File: src/cdo_consts.vh
`ifndef CDO_CONSTS_VH
`define CDO_CONSTS_VH

// register addresses
`define CDO_A_PWR        16'h0400
`define CDO_A_ENA        16'h0401
`define CDO_A_SYNC       16'h0402
`define CDO_A_AUTO       16'h0403
`define CDO_A_MODE0      16'h0404
`define CDO_A_MODE3      16'h0407
`define CDO_A_DIV0       16'h0408
`define CDO_A_DIVL       16'h0417
`define CDO_A_STAT       16'h04F0
`define CDO_A_CMD        16'h04F1

// widths
`define CDO_DIV_W        30
`define CDO_DIV_TOP_W    6
`define CDO_NCH          4
`define CDO_DIV_STRIDE   4
`define CDO_DIV_CH0      2'h2
`define CDO_MODE_RSV     2'h3

// field positions
`define CDO_PWR_EXTR     5
`define CDO_PWR_RXHF     4
`define CDO_SRC_HI       5
`define CDO_SRC_LO       4
`define CDO_MODE_CPH     5
`define CDO_MODE_POL     4
`define CDO_MODE_DRV     3
`define CDO_CMD_SYNC     0

// codes
`define CDO_SRC_DIRECT   2'h0
`define CDO_SRC_REF      2'h1
`define CDO_SRC_FB       2'h2
`define CDO_SRC_RSV      2'h3
`define CDO_AUTO_OFF     2'h0
`define CDO_AUTO_FREQ    2'h1
`define CDO_AUTO_PHASE   2'h2
`define CDO_AUTO_RSV     2'h3
`define CDO_MODE_CMOS2   3'h0
`define CDO_MODE_CMOSP   3'h1
`define CDO_MODE_CMOSN   3'h2
`define CDO_MODE_TRI     3'h3
`define CDO_MODE_LVDS    3'h4
`define CDO_MODE_LVPECL  3'h5

// reset values
`define CDO_PWR_RST      6'h00
`define CDO_ENA_RST      4'h0
`define CDO_SYNC_RST     6'h00
`define CDO_AUTO_RST     2'h0
`define CDO_MODE_RST     6'h03
`define CDO_DIV_RST      30'h00000000
`define CDO_ALL_DOWN     4'hF

`endif

File: src/cdo_chan_div.v
`timescale 1ns/100ps
`include "cdo_consts.vh"

// one channel divider: output toggles after max(ratio,1) clock cycles
module cdo_chan_div (
   input  wire                   clk,
   input  wire                   rst_n,
   input  wire [`CDO_DIV_W-1:0]  ratio,
   input  wire                   run,
   input  wire                   sync,
   output reg                    clk_q
);

   reg  [`CDO_DIV_W-1:0] cnt_q;
   wire [`CDO_DIV_W-1:0] last;

   // zero behaves as divide by one
   assign last = (ratio == `CDO_DIV_RST) ? `CDO_DIV_RST : ratio - 30'h00000001; // RULE_14

   always @(posedge clk or negedge rst_n) begin
      if (!rst_n) begin
         cnt_q <= `CDO_DIV_RST;
         clk_q <= 1'b0;
      end else if (sync || !run) begin
         cnt_q <= `CDO_DIV_RST; // RULE_15
         clk_q <= 1'b0;
      end else if (cnt_q >= last) begin
         cnt_q <= `CDO_DIV_RST;
         clk_q <= ~clk_q;
      end else begin
         cnt_q <= cnt_q + 30'h00000001;
      end
   end

endmodule // cdo_chan_div

File: src/cdo_dist_top.v
//
// Summary of operation
// RULE_01 - settings bit 5 picks internal (0) or external (1) current resistor.
// RULE_02 - settings bit 4 picks normal (0) or super-Nyquist (1) receiver mode.
// RULE_03 - settings bits 3..0 power down channels 3..0 when set; reset zero.
// RULE_04 - all four power-down bits set puts distribution into deep sleep.
// RULE_05 - enable register bits 3..0 enable channel drivers; reset disabled.
// RULE_06 - sync source 00 direct, 01 active reference, 10 loop feedback; 11 reserved.
// RULE_07 - sync register bits 3..0 mask divider sync reset per channel.
// RULE_08 - autosync 00 off, 01 on frequency lock, 10 on phase lock.
// RULE_09 - mode bit 5 inverts relative CMOS pin phase; no effect otherwise.
// RULE_10 - mode bit 4 inverts channel output polarity; reset not inverted.
// RULE_11 - mode bit 3 selects high drive; reset gives low drive.
// RULE_12 - mode field picks CMOS pin use, tristate, LVDS or LVPECL.
// RULE_13 - channels one to three have mode registers at following addresses.
// RULE_14 - each channel divider is 30 bits; zero means divide by one.
// RULE_15 - armed autosync issues one sync per lock rise, aligned to source.
// RULE_16 - software never writes reserved codes; such writes leave field unchanged.
//
// Chosen here: strobed register access.
`timescale 1ns/100ps
`include "cdo_consts.vh"

module cdo_dist_top (
   input  wire        CLK_SYS,
   input  wire        RESET_N,
   input  wire [15:0] REG_ADDR,
   input  wire [7:0]  REG_WDATA,
   input  wire        REG_WR,
   input  wire        REG_RD,
   output reg  [7:0]  REG_RDATA,
   input  wire        LOOP_FREQ_LOCK,
   input  wire        LOOP_PHASE_LOCK,
   input  wire        REF_ACTIVE_EDGE,
   input  wire        LOOP_FB_EDGE,
   output reg  [3:0]  CH_P_OUT,
   output reg  [3:0]  CH_P_OE,
   output reg  [3:0]  CH_N_OUT,
   output reg  [3:0]  CH_N_OE,
   output reg  [3:0]  CH_PWRDN,
   output reg  [3:0]  CH_DRIVE_HI,
   output reg  [3:0]  CH_LVDS,
   output reg  [3:0]  CH_LVPECL,
   output reg         DIST_EXT_RSET,
   output reg         DIST_RX_HF,
   output reg         DIST_DEEP_SLEEP,
   output reg  [3:0]  DIV_SYNC
);

   reg  [5:0]   pwr_q;
   reg  [3:0]   ena_q;
   reg  [5:0]   sync_q;
   reg  [1:0]   auto_q;
   reg          freq_q;
   reg          phase_q;
   reg          pend_q;
   reg  [3:0]   div_sync_q;
   reg  [7:0]   rdata_d;
   reg  [29:0]  rd_div;
   reg  [5:0]   rd_mode;
   reg          fire;

   wire [23:0]  mode_all;
   wire [119:0] div_all;
   wire [3:0]   dclk;
   wire [3:0]   p_d;
   wire [3:0]   poe_d;
   wire [3:0]   n_d;
   wire [3:0]   noe_d;
   wire [3:0]   lvds_d;
   wire [3:0]   lvpecl_d;
   wire [3:0]   drv_d;
   wire [3:0]   run;
   wire         deep;
   wire         f_rise;
   wire         p_rise;
   wire         auto_req;
   wire         man_req;
   wire         req;
   wire [1:0]   src;
   wire [1:0]   rd_ch;
   wire         in_mode;
   wire         in_div;

   // deep sleep once every channel is powered down
   assign deep = (pwr_q[3:0] == `CDO_ALL_DOWN); // RULE_04
   assign src  = sync_q[`CDO_SRC_HI:`CDO_SRC_LO];

   // global control registers
   always @(posedge CLK_SYS or negedge RESET_N) begin
      if (!RESET_N) begin
         pwr_q  <= `CDO_PWR_RST;
         ena_q  <= `CDO_ENA_RST;
         sync_q <= `CDO_SYNC_RST;
         auto_q <= `CDO_AUTO_RST;
      end else if (REG_WR) begin
         if (REG_ADDR == `CDO_A_PWR) begin
            pwr_q <= REG_WDATA[5:0]; // RULE_01 RULE_02 RULE_03
         end else if (REG_ADDR == `CDO_A_ENA) begin
            ena_q <= REG_WDATA[3:0]; // RULE_05
         end else if (REG_ADDR == `CDO_A_SYNC) begin
            sync_q[3:0] <= REG_WDATA[3:0]; // RULE_07
            // a reserved source code is dropped, the mask bits still land
            if (REG_WDATA[`CDO_SRC_HI:`CDO_SRC_LO] != `CDO_SRC_RSV) begin
               sync_q[5:4] <= REG_WDATA[`CDO_SRC_HI:`CDO_SRC_LO]; // RULE_06 RULE_16
            end
         end else if (REG_ADDR == `CDO_A_AUTO) begin
            // a reserved autosync code keeps the mode in force
            if (REG_WDATA[1:0] != `CDO_AUTO_RSV) begin
               auto_q <= REG_WDATA[1:0]; // RULE_08 RULE_16
            end
         end
      end
   end

   // divider synchronization
   // a lock rise is the level now against the level one cycle ago
   assign f_rise   = LOOP_FREQ_LOCK & ~freq_q;
   assign p_rise   = LOOP_PHASE_LOCK & ~phase_q;
   assign auto_req = ((auto_q == `CDO_AUTO_FREQ) & f_rise) |
                     ((auto_q == `CDO_AUTO_PHASE) & p_rise); // RULE_08 RULE_15
   // software asks for a sync through the command register
   assign man_req  = REG_WR & (REG_ADDR == `CDO_A_CMD) & REG_WDATA[`CDO_CMD_SYNC];
   assign req      = auto_req | man_req;

   // a pending request waits for the edge chosen by the sync source
   always @* begin
      case (src)
         `CDO_SRC_DIRECT: fire = pend_q;
         `CDO_SRC_REF:    fire = pend_q & REF_ACTIVE_EDGE; // RULE_06
         `CDO_SRC_FB:     fire = pend_q & LOOP_FB_EDGE;
         // the reserved source code is never stored
         default:         fire = 1'b0;
      endcase
   end

   always @(posedge CLK_SYS or negedge RESET_N) begin
      if (!RESET_N) begin
         freq_q     <= 1'b0;
         phase_q    <= 1'b0;
         pend_q     <= 1'b0;
         div_sync_q <= 4'h0;
      end else begin
         freq_q  <= LOOP_FREQ_LOCK;
         phase_q <= LOOP_PHASE_LOCK;
         // a new request in the firing cycle stays pending
         pend_q  <= (pend_q & ~fire) | req; // RULE_15
         // masked channels get no clear; the clear lasts one cycle
         if (fire) begin
            div_sync_q <= ~sync_q[3:0]; // RULE_07 RULE_15
         end else begin
            div_sync_q <= 4'h0;
         end
      end
   end

   // per-channel mode, divider, and pin logic
   genvar g;
   generate
      for (g = 0; g < `CDO_NCH; g = g + 1) begin : ch
         // mode register and divider byte addresses of this channel
         localparam [15:0] MA = `CDO_A_MODE0 + g;
         localparam [15:0] DA = `CDO_A_DIV0 + `CDO_DIV_STRIDE * g;

         reg  [5:0]  mode_q;
         reg  [29:0] div_q;
         reg         p_c;
         reg         n_c;
         reg         poe_c;
         reg         noe_c;
         wire        base;
         wire        on;
         wire        cph;
         wire [2:0]  pin_mode;

         always @(posedge CLK_SYS or negedge RESET_N) begin
            if (!RESET_N) begin
               mode_q <= `CDO_MODE_RST;
               div_q  <= `CDO_DIV_RST;
            end else if (REG_WR) begin
               if (REG_ADDR == MA) begin // RULE_13
                  // bits 5:3 always land; a reserved pin code keeps the old one
                  mode_q[5:3] <= REG_WDATA[5:3];
                  if (REG_WDATA[2:1] != `CDO_MODE_RSV) begin
                     mode_q[2:0] <= REG_WDATA[2:0]; // RULE_12 RULE_16
                  end
               end else if (REG_ADDR[15:2] == DA[15:2]) begin
                  // divider bytes land one at a time, with no shadow copy
                  if (REG_ADDR[1:0] == 2'h0) begin
                     div_q[7:0] <= REG_WDATA;
                  end else if (REG_ADDR[1:0] == 2'h1) begin
                     div_q[15:8] <= REG_WDATA;
                  end else if (REG_ADDR[1:0] == 2'h2) begin
                     div_q[23:16] <= REG_WDATA;
                  end else begin
                     div_q[29:24] <= REG_WDATA[`CDO_DIV_TOP_W-1:0]; // RULE_14
                  end
               end
            end
         end

         assign mode_all[6*g +: 6]   = mode_q;
         assign div_all[30*g +: 30]  = div_q;
         // a channel runs only while enabled and not powered down
         assign run[g] = ena_q[g] & ~pwr_q[g] & ~deep; // RULE_03 RULE_04 RULE_05
         assign pin_mode = mode_q[2:0];

         // the divider is held at zero while its channel is stopped
         cdo_chan_div u_div (
            .clk   (CLK_SYS),
            .rst_n (RESET_N),
            .ratio (div_q),
            .run   (run[g]),
            .sync  (div_sync_q[g]),
            .clk_q (dclk[g])
         );

         // polarity acts on both pins, phase invert only on the CMOS pair
         assign base = dclk[g] ^ mode_q[`CDO_MODE_POL]; // RULE_10
         assign cph  = mode_q[`CDO_MODE_CPH];
         assign on   = run[g];

         always @* begin
            p_c   = base;
            n_c   = ~base;
            poe_c = 1'b0;
            noe_c = 1'b0;
            case (pin_mode)
               `CDO_MODE_CMOS2: begin
                  n_c   = cph ? base : ~base; // RULE_09
                  poe_c = 1'b1;
                  noe_c = 1'b1;
               end
               `CDO_MODE_CMOSP: begin
                  poe_c = 1'b1; // RULE_12
               end
               `CDO_MODE_CMOSN: begin
                  noe_c = 1'b1;
               end
               `CDO_MODE_LVDS, `CDO_MODE_LVPECL: begin
                  poe_c = 1'b1; // RULE_09
                  noe_c = 1'b1;
               end
               default: begin
                  poe_c = 1'b0;
                  noe_c = 1'b0;
               end
            endcase
         end

         // an undriven pin is held low so a load never sees a stale toggle
         assign p_d[g]      = on & poe_c & p_c; // RULE_12
         assign n_d[g]      = on & noe_c & n_c;
         assign poe_d[g]    = on & poe_c;
         assign noe_d[g]    = on & noe_c;
         // mode flags for the analog driver
         assign lvds_d[g]   = (pin_mode == `CDO_MODE_LVDS); // RULE_12
         assign lvpecl_d[g] = (pin_mode == `CDO_MODE_LVPECL);
         assign drv_d[g]    = mode_q[`CDO_MODE_DRV]; // RULE_11
      end
   endgenerate

   // registered outputs
   // pins lag the divider by one cycle
   always @(posedge CLK_SYS or negedge RESET_N) begin
      if (!RESET_N) begin
         CH_P_OUT        <= 4'h0;
         CH_P_OE         <= 4'h0;
         CH_N_OUT        <= 4'h0;
         CH_N_OE         <= 4'h0;
         CH_PWRDN        <= 4'h0;
         CH_DRIVE_HI     <= 4'h0;
         CH_LVDS         <= 4'h0;
         CH_LVPECL       <= 4'h0;
         DIST_EXT_RSET   <= 1'b0;
         DIST_RX_HF      <= 1'b0;
         DIST_DEEP_SLEEP <= 1'b0;
         DIV_SYNC        <= 4'h0;
      end else begin
         CH_P_OUT        <= p_d;
         CH_P_OE         <= poe_d;
         CH_N_OUT        <= n_d;
         CH_N_OE         <= noe_d;
         CH_PWRDN        <= pwr_q[3:0]; // RULE_03
         CH_DRIVE_HI     <= drv_d; // RULE_11
         CH_LVDS         <= lvds_d;
         CH_LVPECL       <= lvpecl_d;
         DIST_EXT_RSET   <= pwr_q[`CDO_PWR_EXTR]; // RULE_01
         DIST_RX_HF      <= pwr_q[`CDO_PWR_RXHF]; // RULE_02
         DIST_DEEP_SLEEP <= deep; // RULE_04
         // the sync pulse shows in the same cycle that the dividers stand cleared
         DIV_SYNC        <= div_sync_q;
      end
   end

   // register read
   // mode and divider reads pick the channel from the low address bits
   assign in_mode = (REG_ADDR >= `CDO_A_MODE0) && (REG_ADDR <= `CDO_A_MODE3);
   assign in_div  = (REG_ADDR >= `CDO_A_DIV0) && (REG_ADDR <= `CDO_A_DIVL);
   // divider block starts at channel field value 2
   assign rd_ch   = REG_ADDR[3:2] - `CDO_DIV_CH0;

   // unmapped addresses and the command register read as zero
   always @* begin
      rd_mode = mode_all[6*REG_ADDR[1:0] +: 6];
      rd_div  = div_all[30*rd_ch +: 30];
      rdata_d = 8'h00;
      if (REG_ADDR == `CDO_A_PWR) begin
         rdata_d = {2'h0, pwr_q};
      end else if (REG_ADDR == `CDO_A_ENA) begin
         rdata_d = {4'h0, ena_q};
      end else if (REG_ADDR == `CDO_A_SYNC) begin
         rdata_d = {2'h0, sync_q};
      end else if (REG_ADDR == `CDO_A_AUTO) begin
         rdata_d = {6'h00, auto_q};
      end else if (in_mode) begin
         rdata_d = {2'h0, rd_mode};
      end else if (in_div) begin
         if (REG_ADDR[1:0] == 2'h0) begin
            rdata_d = rd_div[7:0];
         end else if (REG_ADDR[1:0] == 2'h1) begin
            rdata_d = rd_div[15:8];
         end else if (REG_ADDR[1:0] == 2'h2) begin
            rdata_d = rd_div[23:16];
         end else begin
            rdata_d = {2'h0, rd_div[29:24]};
         end
      end else if (REG_ADDR == `CDO_A_STAT) begin
         // status: phase lock, frequency lock, deep sleep, sync pending
         rdata_d = {4'h0, phase_q, freq_q, deep, pend_q};
      end
   end

   always @(posedge CLK_SYS or negedge RESET_N) begin
      if (!RESET_N) begin
         REG_RDATA <= 8'h00;
      end else if (REG_RD) begin
         // read data stand one cycle after the strobe, zero otherwise
         REG_RDATA <= rdata_d;
      end else begin
         REG_RDATA <= 8'h00;
      end
   end

endmodule // cdo_dist_top

File: config.mk
export PLATFORM = sky130hd
export DESIGN_NAME = cdo_dist_top
export DESIGN_NICKNAME = d
export VERILOG_FILES = /design/src/cdo_chan_div.v /design/src/cdo_dist_top.v
export VERILOG_INCLUDE_DIRS = /design/src /design/src/src
export SDC_FILE = /design/constraint.sdc
export NUM_CORES = 1
export LEC_CHECK = 0
export ABC_AREA = 1
export CAP_MARGIN = 15
export CORE_MARGIN = 2
export CORE_UTILIZATION = 60
export CTS_BUF_LIST = sky130_fd_sc_hd__clkbuf_4 sky130_fd_sc_hd__clkbuf_8 sky130_fd_sc_hd__clkbuf_16
export DETAILED_ROUTE_END_ITERATION = 16
export DONT_BUFFER_PORTS = 1
export HOLD_SLACK_MARGIN = 0.05
export PLACE_DENSITY = 0.88
export SYNTH_ARGS = -nofsm -noshare
export SYNTH_HDL_FRONTEND = slang
export SYNTH_SLANG_ARGS = --single-unit
File: constraint.sdc
create_clock -name CLK_SYS -period 8 [get_ports CLK_SYS]
set_input_delay 0.8 -clock CLK_SYS [delete_from_list [all_inputs] [get_ports CLK_SYS]]
set_output_delay 0.8 -clock CLK_SYS [all_outputs]
set_load 0.01 [all_outputs]
==> flow_metrics.env <==
export IMPL_routed_wl_um=69700
export IMPL_vias=21946
export IMPL_yosysWarnings=0
export IMPL_clk_pin_slew_ps=60
export IMPL_layout_commonest_cell="nand2_1"
export IMPL_row_count=71
export IMPL_skew_ps=26.9
export IMPL_area_delta_synth_final_pct=7.22
export IMPL_synth_ff_type="dfrtp_1"
export IMPL_layout_common_cells="nand2_1 (656), nor2_1 (504), inv_1 (395), dfrtp_1 (332), nand3_1 (167)"
export IMPL_critPathBufInv=1
export IMPL_h_tree_depth=2
export IMPL_synth_cell_types=53
export IMPL_synth_fp_nets=3318
export IMPL_ys_async_sr_fraction_pct=100
export IMPL_cts_tree="done"
export IMPL_clock_path_buffers=3
export IMPL_clkSinkCount=340
export IMPL_grt_max_degree=341
export IMPL_dpl_hpwl_um=51600
export IMPL_synth_seq_cells=340
export IMPL_die_y_um=199
export IMPL_post_cts_buffers=0
export IMPL_drtIter0Drc=2577
export IMPL_synth_avg_cell_area_um2=7.21
export IMPL_finalSetupViolations=0
export IMPL_cp_max_fo=28
export IMPL_maxCapViolations=0
export IMPL_power_density_mw_per_mm2=152
export IMPL_crit_arrival_ps=4790
export IMPL_cp_slowest_cell="nand3b_1"
export IMPL_ys_seq_area_share_pct=37.4
export IMPL_grt_pass1_wl_um=111000
export IMPL_finalCritPeriodShare_pct=54.9
export IMPL_ant_nets=0
export IMPL_fp_coreArea_mm2=0.0375
export IMPL_rsz0062_at_grt="no"
export IMPL_max_stage_delay_ps=740
export IMPL_worstPathRequired_ps=8400
export IMPL_startpoint_type="flop"
export IMPL_synth_edf_count=0
export IMPL_drc=0
export IMPL_nFillCells=3227
export IMPL_slew_viol_final=0
export IMPL_crit_chain="inv_1 > ha_1 > nand2_1 > nor2_1 > nand3_1 > nand3_1 > ha_1 > a21oi_1 > o21ai_0 > a21oi_1 > nand2_1 > nand2_1 > nand3b_1 > nand3_1 > o21ai_0"
export IMPL_period_needed_ps=4390
export IMPL_synth_area_mm2=0.0227
export IMPL_gp_congestion=0.997
export IMPL_overflow=0
export IMPL_hold_violations=41
export IMPL_cts_root_buf="clkbuf_16"
export IMPL_dieWidth_um=199
export IMPL_crit_type="flop to flop"
export IMPL_violations="negative hold slack"
export IMPL_cp_end_kind="flop"
export IMPL_clk_insertion_delay_late_ps=580
export IMPL_cts_buffers=37
export IMPL_ir_drop_uv=186
export IMPL_wl_per_cell_um=19.0
export IMPL_antenna_found_initial=0
export IMPL_place_area_mm2=0.0231
export IMPL_grt_pass1_vias=21082
export IMPL_antenna_cells=0
export IMPL_slew_headroom_pct=18.6
export IMPL_hold_slack_ps=-58.4
export IMPL_die_area_mm2=0.0395
export IMPL_syn_inst=3155
export IMPL_leakage_nw=11.9
export IMPL_max_freq_ghz=0.228
export IMPL_dr_pass1_iters=7
export IMPL_hp_class="primary input to async pin"
export IMPL_finalPower_mw=3.72
export IMPL_grt_usage_pct=35.9
export IMPL_nNetsFinal=3292
export IMPL_status="complete, but fails checks"
export IMPL_design_area_mm2=0.0244
export IMPL_tightest_slew_ps=1220
export IMPL_path_delay_family="simple AND/OR/NAND/NOR gates"
export IMPL_viasPerCell=5.98
export IMPL_initial_core_util_pct=60.7
export IMPL_drive_above_1_share_pct=5.54
export IMPL_fin_setup_tns_ps=0
export IMPL_pin_count=79
export IMPL_port_buffers=0
## cells in the mapped netlist (all sizes together), types with 2 or more instances
library cell | number | area share [%]
a211oi | 2 | 0.066
a21boi | 3 | 0.099
a21o | 5 | 0.17
a21oi | 154 | 3.4
and2 | 6 | 0.17
and3 | 3 | 0.083
buf | 28 | 0.78
clkbuf | 38 | 0.63
clkinv | 2 | 0.033
dfrtp | 332 | 37
dfstp | 8 | 0.92
ha | 131 | 7.2
inv | 407 | 6.7
nand2 | 664 | 11
nand3 | 171 | 3.9
nand3b | 3 | 0.099
nand4 | 90 | 2.5
nor2 | 525 | 9.1
nor3 | 117 | 3.0
nor4 | 60 | 1.8
o2111ai | 2 | 0.077
o211ai | 14 | 0.46
o21a | 5 | 0.17
o21ai | 178 | 3.9
o221ai | 3 | 0.12
o22ai | 33 | 0.91
o31ai | 3 | 0.099
or2 | 36 | 0.99
xnor2 | 36 | 1.4
xor2 | 88 | 3.4
## final timing paths
kind	startpoint	to	slack, ps	cells after the start
worst max-delay path	ch[1].div_q[0]	ch[1].u_div.clk_q	3610	15
worst min-delay path	RESET_N	ch[1].u_div.cnt_q[12]	-60	0
worst max register to register	ch[1].div_q[0]	ch[1].u_div.clk_q	3610	15
worst min register to register	div_sync_q[1]	DIV_SYNC[1]	400	0
max in group asynchronous	RESET_N	CH_PWRDN[2]	7330	0
min in group CLK_SYS	LOOP_PHASE_LOCK	phase_q	240	0
## report_power, final
| group | internal, mW | switching [mW] | leakage, nW |
|---|---|---|---|
| Clock | 1.09 | 0.770 | 0.656 |
| Sequential | 1.72 | 0.00125 | 4.67 |
| Combinational | 0.0365 | 0.103 | 6.59 |
| Total | 2.84 | 0.874 | 11.9 |
## registers in the layout (all words and copies together) (netlist names), 6 cells and up
register / cells
ch.mode_q: 24
pwr_q: 6
sync_q: 6
REG_RDATA: 8
ch.u_div.cnt_q: 120
ch.div_q: 120
## metrics by stage
step / hold WS [ps] / setup slack (ps) / instances / util, %
3_3_place_gp: 381 / 3870 / 3601 / 61.5
6_report: -58.4 / 3610 / 3668 / 65.1
4_1_cts: -75.9 / 3630 / 3668 / 65.1
3_5_place_dp: 379 / 3600 / 3601 / 61.5
5_1_grt: -76.7 / 3130 / 3668 / 65.1
2_1_floorplan: 347 / 4860 / 3155 / -
## final cells by class
| type | count | area, um^2 | share of cell area (%) |
|---|---|---|---|
| Clock buffer | 47 | 1070 | 4.38 |
| Clock inverter | 20 | 248 | 1.02 |
| Inverter | 409 | 1540 | 6.31 |
| Multi-Input combinational cell | 2340 | 12400 | 50.7 |
| Sequential cell | 340 | 8520 | 34.9 |
| Tap cell | 511 | 639 | 2.62 |
| Timing Repair Buffer | 1 | 7.51 | 0.0308 |
## what timing repair did
| action | in CTS | in global routing |
|---|---|---|
| endpoints found under the setup margin | 0 | 0 |
| hold endpoints to repair | 332 | 332 |
| resized for setup | 0 | 0 |
## cell families (layout without fill, tap and decap cells)
logic type | after synthesis | after routing | share of synthesized area [%]
multiplexers | 1 | 1 | 0.0440
AND/OR/NAND/NOR | 1677 | 1677 | 32.7
buffers and inverters | 475 | 477 | 8.17
flip-flops | 340 | 340 | 37.4
AO/OA/AOI/OAI | 407 | 407 | 9.63
XOR/XNOR | 124 | 124 | 4.77
adder cells (fa/ha/maj) | 131 | 131 | 7.21
## per-layer routing
layer / share of wire (%) / up-vias / global-route usage, %
li1: - / 10286 / -
met1: 41 / 10255 / 48.2
met4: 4.9 / 0 / 16.8
met2: 44 / 1170 / 56.0
met3: 10 / 235 / 7.46
met5: 0 / - / 0
## worst register-to-register path, stage by stage (launching register included)
cell	delay, ps
dfrtp_1	430
inv_1	100
ha_1	220
nand2_1	160
nor2_1	370
nand3_1	630
nand3_1	380
ha_1	310
a21oi_1	130
o21ai_0	80
a21oi_1	120
nand2_1	90
nand2_1	100
nand3b_1	740
nand3_1	260
o21ai_0	110
Note: power is estimated with default switching activity, not from simulation.
